**config.mk**
```make
export PLATFORM = sky130hd
export DESIGN_NAME = rrcs_switch
export DESIGN_NICKNAME = d
export VERILOG_FILES = /design/src/rtl/rrcs_pkg.sv /design/src/rtl/rrcs_watch_if.sv /design/src/rtl/rrcs_switch.sv /design/src/rtl/rrcs_edge_watch.sv
export VERILOG_INCLUDE_DIRS = /design/src /design/src/rtl
export SDC_FILE = /design/constraint.sdc
export NUM_CORES = 1
export LEC_CHECK = 0
export BUFFER_PORTS_ARGS = -buffer_cell sky130_fd_sc_hd__buf_2
export CORE_ASPECT_RATIO = 1.75
export CORE_MARGIN = 3
export CORE_UTILIZATION = 40
export CTS_CLUSTER_SIZE = 12
export DETAILED_ROUTE_END_ITERATION = 8
export PLACE_DENSITY = 0.76
export SETUP_SLACK_MARGIN = 0.4
export SYNTH_ARGS = -nofsm -noshare
export SYNTH_HDL_FRONTEND = slang
export SYNTH_SLANG_ARGS = --single-unit
```
**constraint.sdc**
```tcl
create_clock -name pclk -period 3 [get_ports pclk]
set_clock_uncertainty 0.15 [all_clocks]
set_input_delay 0 -clock pclk [delete_from_list [all_inputs] [get_ports pclk]]
set_output_delay 0 -clock pclk [all_outputs]
set_load 0.005 [all_outputs]
```
**src/rtl/rrcs_map.svh**
```systemverilog
/*
 * Register offsets, bit positions, reset values and pin indices of the reference clock switch.
 * Assumes a 12-bit APB byte address with one aligned 32-bit word per register.
 */
`ifndef RRCS_MAP_SVH
`define RRCS_MAP_SVH

`define RRCS_ADDR_W 12
`define RRCS_OFF_STATE 12'h000
`define RRCS_OFF_INT_STATUS 12'h004
`define RRCS_OFF_INT_CLEAR 12'h008
`define RRCS_OFF_INT_ENABLE 12'h00C
`define RRCS_OFF_CTRL 12'h010

`define RRCS_ST_FAIL0 0
`define RRCS_ST_FAIL1 1
`define RRCS_ST_SEL 2
`define RRCS_ST_ACTIVE 3
`define RRCS_ST_ALIGN_BUSY 4
`define RRCS_ST_MANUAL 5
`define RRCS_ST_PRIMARY 6

`define RRCS_EV_FAIL0 0
`define RRCS_EV_FAIL1 1
`define RRCS_EV_SWITCH 2
`define RRCS_EV_ALIGN 3
`define RRCS_EV_W 4
`define RRCS_INT_EN_RST 4'h0

`define RRCS_CTRL_SOFT_CLEAR 0

`define RRCS_PIN_REF0 0
`define RRCS_PIN_REF1 1
`define RRCS_PIN_FB 2
`define RRCS_PIN_PRIM 3
`define RRCS_PIN_MAN 4
`define RRCS_PIN_ALARM 5
`define RRCS_PIN_PLLEN 6
`define RRCS_PIN_DIVH 7
`define RRCS_PIN_N 8
`define RRCS_PIN_RST 8'hE0

`endif

```
**src/rtl/rrcs_pkg.sv**
```systemverilog
/*
 * Types shared by the reference clock switch modules.
 * Assumes the constants of rrcs_map.svh are included where numbers are needed.
 */
package rrcs_pkg;

    typedef enum logic [1:0] {
        align_idle = 2'b00,
        align_wait_fall = 2'b01,
        align_wait_pair = 2'b10
    } rrcs_align_e;

    typedef struct packed {
        logic fb_seen;
        logic ref_seen;
    } rrcs_pair_s;

    typedef logic [3:0] rrcs_ev_t;

endpackage

```
**src/rtl/rrcs_watch_if.sv**
```systemverilog
/*
 * Signals between the switch controller and one reference edge watcher.
 * Assumes both ends run on the same pclk; all members are one-cycle pulses.
 */
`timescale 1ns/1ps
interface rrcs_watch_if;
    logic clear;
    logic ref_edge;
    logic fb_rise;
    logic fb_fall;
    logic fail;

    modport ctl (output clear, output ref_edge, output fb_rise, output fb_fall, input fail);
    modport watch (input clear, input ref_edge, input fb_rise, input fb_fall, output fail);
endinterface

```
**src/rtl/rrcs_switch.sv**
```systemverilog
/*
 * Control logic of a dual-reference clock switch: failure watch, reference selection,
 * alarm clear, bypass and divider hold, with an APB register file and one interrupt.
 * Assumes all pins are asynchronous to pclk and toggle well below a quarter of its rate.
 */
// Design decisions made here: the register addresses and the APB interface to the registers.
// Notes on behaviour
// (RULE_01) Flag a reference stuck for one feedback period.
// (RULE_02) Alarm clear falling edge clears flags, selection.
// (RULE_03) Status low for reference 0, high for 1.
// (RULE_04) Primary select low picks 0, high picks 1.
// (RULE_05) Path enable low bypasses the PLL.
// (RULE_06) Divider hold low resets dividers, outputs low.
// (RULE_07) Manual override: reference always follows primary select.
// (RULE_08) Failure detection works in both override modes.
// (RULE_09) Automatic: first failure latches, switches to other.
// (RULE_10) Flags and selection persist until alarm clear; the selection here follows primary select while manual override is high.
// (RULE_11) Both bad after clear: both flags, select 0.
// (RULE_12) No flags set: selection follows primary select.
// (RULE_13) After switch, new falling edge, then align pair.
// (RULE_14) Controller starts up via override, lock wait, clear.
// (RULE_15) Per-input edge watchers against feedback periods.
// (RULE_16) Synchronise alarm clear; clear pulse lasts one cycle.
`timescale 1ns/1ps
`include "rrcs_map.svh"
module rrcs_switch (
    // Clock and reset
    input wire logic pclk,
    input wire logic presetn,
    // APB slave
    input wire logic psel,
    input wire logic penable,
    input wire logic pwrite,
    input wire logic [`RRCS_ADDR_W-1:0] paddr,
    input wire logic [31:0] pwdata,
    output logic [31:0] prdata,
    output logic pready,
    output logic pslverr,
    // Reference and feedback clocks
    input wire logic ref_clock_0,
    input wire logic ref_clock_1,
    input wire logic feedback_clock,
    // Board control pins
    input wire logic primary_select,
    input wire logic manual_override,
    input wire logic alarm_clear,
    input wire logic pll_path_enable,
    input wire logic divider_hold_n,
    // Status and control outputs
    output logic input_fail_flag_0,
    output logic input_fail_flag_1,
    output logic ref_select_status,
    output logic pll_ref_select,
    output logic pll_bypass,
    output logic divider_reset,
    output logic slew_align,
    output logic irq
);
    localparam int NPIN = `RRCS_PIN_N;

    function automatic logic rises(input logic now, input logic was);
        return now & ~was;
    endfunction

    function automatic logic falls(input logic now, input logic was);
        return ~now & was;
    endfunction

    function automatic logic hit(input logic [`RRCS_ADDR_W-1:0] a,
                                 input logic [`RRCS_ADDR_W-1:0] off);
        return a == off;
    endfunction

    // Pin synchronisers: three stages, the filtered value moves only when stages two and three agree.
    logic [NPIN-1:0] pins;
    logic [NPIN-1:0] s1_q, s2_q, s3_q, filt_q, prev_q;
    logic [NPIN-1:0] s1_d, s2_d, s3_d, filt_d, prev_d;

    assign pins = {divider_hold_n, pll_path_enable, alarm_clear, manual_override,
                   primary_select, feedback_clock, ref_clock_1, ref_clock_0};

    always_comb begin
        s1_d = pins;
        s2_d = s1_q;
        s3_d = s2_q;
        filt_d = (s2_q & ~(s2_q ^ s3_q)) | (filt_q & (s2_q ^ s3_q));
        prev_d = filt_q;
    end

    always_ff @(posedge pclk or negedge presetn) begin
        if (!presetn) begin
            s1_q <= `RRCS_PIN_RST;
            s2_q <= `RRCS_PIN_RST;
            s3_q <= `RRCS_PIN_RST;
            filt_q <= `RRCS_PIN_RST;
            prev_q <= `RRCS_PIN_RST;
        end else begin
            s1_q <= s1_d;
            s2_q <= s2_d;
            s3_q <= s3_d;
            filt_q <= filt_d;
            prev_q <= prev_d;
        end
    end

    logic prim_f, man_f, pllen_f, divh_f;
    logic r0_rise, r0_fall, r1_rise, r1_fall, fb_rise, fb_fall, alarm_fall;
    logic soft_clr_q, soft_clr_d;
    logic clr_pulse;

    assign prim_f = filt_q[`RRCS_PIN_PRIM];
    assign man_f = filt_q[`RRCS_PIN_MAN];
    assign pllen_f = filt_q[`RRCS_PIN_PLLEN];
    assign divh_f = filt_q[`RRCS_PIN_DIVH];
    assign r0_rise = rises(filt_q[`RRCS_PIN_REF0], prev_q[`RRCS_PIN_REF0]);
    assign r0_fall = falls(filt_q[`RRCS_PIN_REF0], prev_q[`RRCS_PIN_REF0]);
    assign r1_rise = rises(filt_q[`RRCS_PIN_REF1], prev_q[`RRCS_PIN_REF1]);
    assign r1_fall = falls(filt_q[`RRCS_PIN_REF1], prev_q[`RRCS_PIN_REF1]);
    assign fb_rise = rises(filt_q[`RRCS_PIN_FB], prev_q[`RRCS_PIN_FB]);
    assign fb_fall = falls(filt_q[`RRCS_PIN_FB], prev_q[`RRCS_PIN_FB]);
    // Edge taken on the filtered level, so one falling edge gives exactly one cycle.
    assign alarm_fall = falls(filt_q[`RRCS_PIN_ALARM], prev_q[`RRCS_PIN_ALARM]); // see (RULE_16)
    assign clr_pulse = alarm_fall | soft_clr_q; // see (RULE_02)

    // Edge watchers run whatever the override pin says.
    rrcs_watch_if w0 ();
    rrcs_watch_if w1 ();

    assign w0.clear = clr_pulse;
    assign w0.ref_edge = r0_rise | r0_fall;
    assign w0.fb_rise = fb_rise; // see (RULE_08)
    assign w0.fb_fall = fb_fall;
    assign w1.clear = clr_pulse;
    assign w1.ref_edge = r1_rise | r1_fall;
    assign w1.fb_rise = fb_rise; // see (RULE_08)
    assign w1.fb_fall = fb_fall;

    rrcs_edge_watch u_watch0 (
        .pclk(pclk),
        .presetn(presetn),
        .wif(w0.watch)
    );

    rrcs_edge_watch u_watch1 (
        .pclk(pclk),
        .presetn(presetn),
        .wif(w1.watch)
    );

    // Failure latches and reference selection.
    logic fail0_q, fail0_d, fail1_q, fail1_d, sel_q, sel_d;
    logic switch_ev;

    always_comb begin
        fail0_d = fail0_q | w0.fail; // see (RULE_10)
        fail1_d = fail1_q | w1.fail;
        if (clr_pulse) begin
            // A failure seen in the clearing cycle still sets its flag.
            fail0_d = w0.fail; // see (RULE_02)
            fail1_d = w1.fail;
        end
        sel_d = sel_q;
        if (clr_pulse || man_f) begin
            sel_d = prim_f; // see (RULE_07) (RULE_10) (RULE_04)
        end else if (!fail0_q && !fail1_q) begin
            if (w0.fail && w1.fail) begin
                sel_d = 1'b0; // see (RULE_11)
            end else if (w0.fail && !sel_q) begin
                sel_d = 1'b1; // see (RULE_09)
            end else if (w1.fail && sel_q) begin
                sel_d = 1'b0; // see (RULE_09)
            end else begin
                sel_d = prim_f; // see (RULE_12)
            end
        end
    end

    assign switch_ev = sel_d != sel_q;

    always_ff @(posedge pclk or negedge presetn) begin
        if (!presetn) begin
            fail0_q <= 1'b0;
            fail1_q <= 1'b0;
            sel_q <= 1'b0;
        end else begin
            fail0_q <= fail0_d;
            fail1_q <= fail1_d;
            sel_q <= sel_d;
        end
    end

    // Alignment sequence: the PLL mux moves only on a falling edge of the new reference,
    // so the reference never carries a runt pulse into the phase detector.
    rrcs_pkg::rrcs_align_e align_q, align_d;
    rrcs_pkg::rrcs_pair_s pair_q, pair_d;
    logic active_q, active_d, slew_q, slew_d;
    logic new_fall, new_rise;

    assign new_fall = sel_q ? r1_fall : r0_fall;
    assign new_rise = sel_q ? r1_rise : r0_rise;

    always_comb begin
        align_d = align_q;
        pair_d = pair_q;
        active_d = active_q;
        slew_d = 1'b0;
        unique case (align_q)
            rrcs_pkg::align_idle: begin
                pair_d = '0;
            end
            rrcs_pkg::align_wait_fall: begin
                if (new_fall) begin
                    active_d = sel_q; // see (RULE_13)
                    pair_d = '0;
                    align_d = rrcs_pkg::align_wait_pair;
                end
            end
            rrcs_pkg::align_wait_pair: begin
                pair_d.fb_seen = pair_q.fb_seen | fb_rise;
                pair_d.ref_seen = pair_q.ref_seen | new_rise;
                if (pair_d.fb_seen && pair_d.ref_seen) begin
                    slew_d = 1'b1; // see (RULE_13)
                    align_d = rrcs_pkg::align_idle;
                end
            end
        endcase
        if (switch_ev) begin
            // A fresh switch restarts the sequence for the newest reference.
            align_d = rrcs_pkg::align_wait_fall;
            slew_d = 1'b0;
        end
    end

    always_ff @(posedge pclk or negedge presetn) begin
        if (!presetn) begin
            align_q <= rrcs_pkg::align_idle;
            pair_q <= '0;
            active_q <= 1'b0;
            slew_q <= 1'b0;
        end else begin
            align_q <= align_d;
            pair_q <= pair_d;
            active_q <= active_d;
            slew_q <= slew_d;
        end
    end

    // Bypass and divider hold are plain registered inversions of the filtered pins.
    logic bypass_q, bypass_d, divrst_q, divrst_d;

    always_comb begin
        bypass_d = ~pllen_f; // see (RULE_05)
        divrst_d = ~divh_f; // see (RULE_06)
    end

    always_ff @(posedge pclk or negedge presetn) begin
        if (!presetn) begin
            bypass_q <= 1'b0;
            divrst_q <= 1'b0;
        end else begin
            bypass_q <= bypass_d;
            divrst_q <= divrst_d;
        end
    end

    // APB slave: no wait states; read data and error are captured in the setup cycle.
    logic setup, access_wr;
    logic [31:0] rdata_q, rdata_d;
    logic err_q, err_d;
    rrcs_pkg::rrcs_ev_t int_st_q, int_st_d, int_en_q, int_en_d, events;

    assign setup = psel & ~penable;
    assign access_wr = psel & penable & pwrite;

    always_comb begin
        rdata_d = rdata_q;
        err_d = err_q;
        if (setup) begin
            rdata_d = 32'h00000000;
            err_d = 1'b0;
            if (hit(paddr, `RRCS_OFF_STATE) && !pwrite) begin
                rdata_d[`RRCS_ST_FAIL0] = fail0_q;
                rdata_d[`RRCS_ST_FAIL1] = fail1_q;
                rdata_d[`RRCS_ST_SEL] = sel_q;
                rdata_d[`RRCS_ST_ACTIVE] = active_q;
                rdata_d[`RRCS_ST_ALIGN_BUSY] = align_q != rrcs_pkg::align_idle;
                rdata_d[`RRCS_ST_MANUAL] = man_f;
                rdata_d[`RRCS_ST_PRIMARY] = prim_f;
            end else if (hit(paddr, `RRCS_OFF_INT_STATUS) && !pwrite) begin
                rdata_d[`RRCS_EV_W-1:0] = int_st_q;
            end else if (hit(paddr, `RRCS_OFF_INT_ENABLE)) begin
                rdata_d[`RRCS_EV_W-1:0] = int_en_q;
            end else if (hit(paddr, `RRCS_OFF_INT_CLEAR) || hit(paddr, `RRCS_OFF_CTRL)) begin
                err_d = !pwrite;
            end else begin
                err_d = 1'b1;
            end
        end
    end

    always_comb begin
        events = '0;
        events[`RRCS_EV_FAIL0] = fail0_d & ~fail0_q;
        events[`RRCS_EV_FAIL1] = fail1_d & ~fail1_q;
        events[`RRCS_EV_SWITCH] = switch_ev;
        events[`RRCS_EV_ALIGN] = slew_d;
        int_en_d = int_en_q;
        int_st_d = int_st_q;
        soft_clr_d = 1'b0;
        if (access_wr && hit(paddr, `RRCS_OFF_INT_ENABLE)) begin
            int_en_d = pwdata[`RRCS_EV_W-1:0];
        end
        if (access_wr && hit(paddr, `RRCS_OFF_INT_CLEAR)) begin
            int_st_d = int_st_q & ~pwdata[`RRCS_EV_W-1:0];
        end
        if (access_wr && hit(paddr, `RRCS_OFF_CTRL)) begin
            soft_clr_d = pwdata[`RRCS_CTRL_SOFT_CLEAR];
        end
        // Set wins over a clear written in the same cycle.
        int_st_d = int_st_d | events;
    end

    always_ff @(posedge pclk or negedge presetn) begin
        if (!presetn) begin
            rdata_q <= 32'h00000000;
            err_q <= 1'b0;
            int_st_q <= '0;
            int_en_q <= `RRCS_INT_EN_RST;
            soft_clr_q <= 1'b0;
        end else begin
            rdata_q <= rdata_d;
            err_q <= err_d;
            int_st_q <= int_st_d;
            int_en_q <= int_en_d;
            soft_clr_q <= soft_clr_d;
        end
    end

    assign pready = psel & penable;
    assign prdata = rdata_q;
    assign pslverr = psel & penable & err_q;
    assign irq = |(int_st_q & int_en_q);

    assign input_fail_flag_0 = fail0_q;
    assign input_fail_flag_1 = fail1_q;
    assign ref_select_status = sel_q; // see (RULE_03)
    assign pll_ref_select = active_q;
    assign pll_bypass = bypass_q;
    assign divider_reset = divrst_q;
    assign slew_align = slew_q;

    clear_once_a: assert property (@(posedge pclk) disable iff (!presetn) // see (RULE_16)
        alarm_fall |=> !alarm_fall [*2])
        else $error("alarm clear produced more than one pulse");
    flag_hold_a: assert property (@(posedge pclk) disable iff (!presetn) // see (RULE_10)
        fail0_q && !clr_pulse |=> fail0_q)
        else $error("failure flag 0 dropped without alarm clear");
    clear_flags_a: assert property (@(posedge pclk) disable iff (!presetn) // see (RULE_02)
        clr_pulse && !w0.fail && !w1.fail |=> !fail0_q && !fail1_q && sel_q == $past(prim_f))
        else $error("alarm clear did not clear flags and selection");
    manual_sel_a: assert property (@(posedge pclk) disable iff (!presetn) // see (RULE_07)
        man_f |=> sel_q == $past(prim_f))
        else $error("manual override selection differs from primary select");
    auto_switch_a: assert property (@(posedge pclk) disable iff (!presetn) // see (RULE_09)
        !man_f && !clr_pulse && !fail0_q && !fail1_q && !sel_q && w0.fail && !w1.fail
        |=> sel_q && fail0_q ##0 ref_select_status)
        else $error("failed reference 0 did not switch to reference 1");
    both_bad_a: assert property (@(posedge pclk) disable iff (!presetn) // see (RULE_11)
        !man_f && !clr_pulse && !fail0_q && !fail1_q && w0.fail && w1.fail
        |=> !sel_q && fail0_q && fail1_q)
        else $error("both failed references did not select reference 0");
    follow_sel_a: assert property (@(posedge pclk) disable iff (!presetn) // see (RULE_12)
        !fail0_q && !fail1_q && !w0.fail && !w1.fail |=> sel_q == $past(prim_f))
        else $error("selection did not follow primary select");
    sticky_sel_a: assert property (@(posedge pclk) disable iff (!presetn) // see (RULE_10)
        !man_f && !clr_pulse && (fail0_q || fail1_q) |=> $stable(sel_q))
        else $error("latched selection changed without alarm clear");
    align_start_a: assert property (@(posedge pclk) disable iff (!presetn) // see (RULE_13)
        switch_ev |=> align_q == rrcs_pkg::align_wait_fall && !slew_align)
        else $error("switch did not start the alignment sequence");
    mux_move_a: assert property (@(posedge pclk) disable iff (!presetn) // see (RULE_13)
        $changed(active_q) |-> $past(align_q) == rrcs_pkg::align_wait_fall && $past(new_fall))
        else $error("reference mux moved outside a falling edge");
    pins_out_a: assert property (@(posedge pclk) disable iff (!presetn) // see (RULE_05) (RULE_06)
        !pllen_f && !divh_f |=> pll_bypass && divider_reset)
        else $error("bypass or divider hold not applied");

    auto_switch_c: cover property (@(posedge pclk) disable iff (!presetn)
        !man_f && switch_ev && (w0.fail || w1.fail));
    both_bad_c: cover property (@(posedge pclk) disable iff (!presetn) w0.fail && w1.fail);
    alarm_clear_c: cover property (@(posedge pclk) disable iff (!presetn) alarm_fall && fail0_q);
    align_done_c: cover property (@(posedge pclk) disable iff (!presetn) slew_align);
endmodule

```
**src/rtl/rrcs_edge_watch.sv**
```systemverilog
/*
 * Edge watcher for one reference clock, measured against the feedback clock.
 * Assumes synchronised, edge-detected pulses on pclk from the controller.
 */
`timescale 1ns/1ps
module rrcs_edge_watch (
    // Clock and reset
    input wire logic pclk,
    input wire logic presetn,
    // Controller side
    rrcs_watch_if.watch wif
);
    logic armed_r_q, armed_r_d, armed_f_q, armed_f_d;
    logic seen_r_q, seen_r_d, seen_f_q, seen_f_d;
    logic fail_q, fail_d;

    // Two windows, rising to rising and falling to falling; either empty window is a failure.
    // A window only counts once armed by a first feedback edge, so a full period is always seen.
    always_comb begin
        armed_r_d = armed_r_q;
        armed_f_d = armed_f_q;
        seen_r_d = seen_r_q | wif.ref_edge;
        seen_f_d = seen_f_q | wif.ref_edge;
        fail_d = 1'b0;
        if (wif.fb_rise) begin
            if (armed_r_q && !seen_r_q && !wif.ref_edge) begin
                fail_d = 1'b1; // see (RULE_01) (RULE_15)
            end
            armed_r_d = 1'b1;
            seen_r_d = 1'b0;
        end
        if (wif.fb_fall) begin
            if (armed_f_q && !seen_f_q && !wif.ref_edge) begin
                fail_d = 1'b1; // see (RULE_01) (RULE_15)
            end
            armed_f_d = 1'b1;
            seen_f_d = 1'b0;
        end
        if (wif.clear) begin
            armed_r_d = 1'b0;
            armed_f_d = 1'b0;
            seen_r_d = 1'b0;
            seen_f_d = 1'b0;
        end
    end

    always_ff @(posedge pclk or negedge presetn) begin
        if (!presetn) begin
            armed_r_q <= 1'b0;
            armed_f_q <= 1'b0;
            seen_r_q <= 1'b0;
            seen_f_q <= 1'b0;
            fail_q <= 1'b0;
        end else begin
            armed_r_q <= armed_r_d;
            armed_f_q <= armed_f_d;
            seen_r_q <= seen_r_d;
            seen_f_q <= seen_f_d;
            fail_q <= fail_d;
        end
    end

    assign wif.fail = fail_q;

    empty_window_a: assert property (@(posedge pclk) disable iff (!presetn) // see (RULE_15)
        wif.fb_rise && armed_r_q && !seen_r_q && !wif.ref_edge |=> wif.fail)
        else $error("empty feedback window did not flag a failure");
endmodule

```
==> flow_summary.ini <==
[outcome]
status = complete, no violations

[clock_tree]
post_cts_hold_buffer_count = 18
post_cts.repair.setup_buffers = 0
post_cts.resized_instances = 0
clock_tree.htree_level_count = 3
insertion_delay_ns = 0.33
clock_tree_from_tritoncts = built
ctsLongestPathBuffers = 2
cts_made_buffers = 9
clock-sinks = 72
clockRootBuffer = sky130_fd_sc_hd__clkbuf_16
clkTransAtPathRegs_ns = 0.06

[worst_setup_path]
class_of_the_most_critical_setup_path = in2reg
crit_path_start_kind = primary input
timing.reg2reg.setup_slack_ns = 1.28
critical_path.endpoint = int_st_q[1]
maximum_fanout_count_along_the_critical_path = 7
setup.worst_path.end_class = flop
launching_instance_or_port_of_the_critical_path = pwrite
crit-reg2reg-launch = ref_select_status
critical_path.reg2reg.endpoint = align_q[1]
required_time_worst_endpoint_ns = 3.07
rr_worst_depth = 4
cp.arrival_ns = 2.28

[drt]
detailroute.via_count = 2039
drt_first_iter_violations = 112
route.detailed.vias_per_inst = 4.93
routed_wire_length_per_instance_um = 13.3
finalWirelength_um = 5530
drtAntennaViolNets = 0
dr.pass1.iters = 4
detail_route.drc_violations = 0

[power]
p_leak_nw = 1.76
power_density_nw_per_um2 = 672
power.ir.vdd_worst_mv = 0.344

[global_route]
first_global_vias = 2038
grt_antenna_before_repair = 0
gr-usage-all-layers_pct = 13.9
grt_max_degree = 73
grt_pass1_wl_um = 9290
grt-ovfl-total = 0

[finish]
num-fill-cells = 630
final_cell_area_um2 = 3690
fin_nets = 384
final_layout_size_suffix_gt1_share_pct = 24.4
antennaDiodeCount = 0
stdcell_count = 414
area_growth_pct = 22.8

[floorplanning]
chipHeight_um = 121
floorplan.io_pins = 99
die_area_um2 = 8630
starting_utilization_of_the_core_area_pct = 41.6
placeableCoreArea_um2 = 7230
floorplan.die.width_um = 71.5
floorplan.rows = 41

[place]
hpwl_um = 3830
dpl_cell_area_um2 = 3230
buffer_ports.inserted = 45
placedCellCount = 380
gp_routability_congestion = 0.868

[job]
maxCapViolCount = 0

[logic_synthesis]
synth_cells = 254
synth_top_area_share_pct = 49.1
yosys.cell_types.count = 45
syn_area_per_cell_um2 = 11.8
post_synthesis_register_bit_count = 72
async_reset_ff_share_pct = 100
post_synth_main_area_contributors = sky130_fd_sc_hd__dfrtp_1 49%, sky130_fd_sc_hd__dfstp_2 11%, sky130_fd_sc_hd__buf_4 6.2%
post_synth_most_frequent_cells = 59 x sky130_fd_sc_hd__dfrtp_1, 25 x sky130_fd_sc_hd__buf_4, 16 x sky130_fd_sc_hd__inv_1, 14 x sky130_fd_sc_hd__nand2_1, 13 x sky130_fd_sc_hd__dfstp_2
synth_enable_flop_cells = 0
yosysTopAreaCell = sky130_fd_sc_hd__dfrtp_1
syn-cell-area_um2 = 3010
ys.warnings.count = 0
leading_register_cell_type_out_of_synthesis = sky130_fd_sc_hd__dfrtp_1
synth_most_common_cell = sky130_fd_sc_hd__dfrtp_1
synth-seq-area-share_pct = 60.5

[sta]
post-route-period-util_pct = 73.6
finalCriticalPeriod_ns = 2.21
grt_setup_unrepaired = no
tightest_slew_ns = 0.871
slew_headroom_pct = 41.9
endpoints_failing_hold = 0
achievable-frequency_ghz = 0.453
setup_viols_final = 0
report.final.slew_viol_count = 0
setup-tns-final_ns = 0

[hold_path]
holdPathStages = 5
hold_path.class = in2reg
[layout by cell type (no fill, tap or decap), types with 5 or more instances in the layout]
cell type                        n
sky130_fd_sc_hd__inv_1          16
sky130_fd_sc_hd__buf_2          45
sky130_fd_sc_hd__nor2b_1        11
sky130_fd_sc_hd__dfrtp_1        59
sky130_fd_sc_hd__nor2_1         11
sky130_fd_sc_hd__a21oi_1         8
sky130_fd_sc_hd__conb_1         25
sky130_fd_sc_hd__dfstp_2        13
sky130_fd_sc_hd__dlygate4sd3_1  18
sky130_fd_sc_hd__maj3_1          8
sky130_fd_sc_hd__nand3_1         5
sky130_fd_sc_hd__nand2b_1        6
sky130_fd_sc_hd__nand2_1        14
sky130_fd_sc_hd__a22o_1          6
sky130_fd_sc_hd__mux2_2          5
sky130_fd_sc_hd__o21a_1          8
sky130_fd_sc_hd__clkbuf_16      10
[routing by layer]
metal / part of all wire (%) / track usage, % / vias up
li1: - / - / 966
met1: 39 / 15.5 / 982
met2: 51 / 23.4 / 72
met3: 6.6 / 3.99 / 19
met4: 3.4 / 7.76 / 0
met5: 0 / 0 / -
[through the flow]
stage	hold slack, ns	total power, mW	utilization, %	worst slack [ns]
detailed placement	-0.0438	1.51	44.7	0.897
floorplan	-0.446	1.39	-	1.18
global route	0.0598	2.62	51.0	0.665
global placement	-0.0456	1.49	44.7	0.923
CTS	0.0172	2.51	51.0	0.837
finish	0.0302	2.48	51.0	0.792
[report_power, final]
group	total (mW)	internal, mW	switching, mW	leakage (nW)
sequential	1.18	1.08	0.102	0.857
combinational	0.324	0.155	0.169	0.764
clock	0.972	0.607	0.366	0.135
[cells by family (layout without fill, tap and decap cells)]
family,after synthesis,after routing,share of synthesized area [%]
DFF,72,72,60.5
and+or+nand+nor,67,67,12.3
buffers and inverters,47,97,9.03
AOI/OAI and AO/OA,46,46,10.6
adders and majority gates,12,12,4.33
muxes,7,7,2.54
xor gates and xnor gates,2,2,0.583
other,1,25,0.125
[cell type report]
type                    instances  area, µm²  share of cell area [%]
clock buffers                  13        262                    7.08
clock inverters                 3       17.5                   0.474
inverters                      16       60.1                    1.63
multi-input cells             159       1010                    27.3
flip-flops and latches         72       1820                    49.2
well taps                      86        108                    2.91
repair buffers                 65        420                    11.4
[worst max-delay path, cell delays in order]
cell and delay [ns]:
sky130_fd_sc_hd__dlygate4sd3_1 0.52, sky130_fd_sc_hd__buf_2 0.17, sky130_fd_sc_hd__or4b_1 0.54, sky130_fd_sc_hd__nor4_1 0.69, sky130_fd_sc_hd__nand2_1 0.13, sky130_fd_sc_hd__a22o_1 0.22
[worst min path at each step]
stage / from / endpoint / slack (ns)
final: paddr[1] / int_st_q[3] / 0.03
after floorplan: presetn / async pin / -0.45
after detailed placement: alarm_clear / s1_q[5] / -0.04
after CTS: paddr[0] / int_st_q[3] / 0.02
after global routing: paddr[8] / int_st_q[2] / 0.06
after global placement: pll_path_enable / s1_q[6] / -0.05
(Power assumes the default switching activity.)
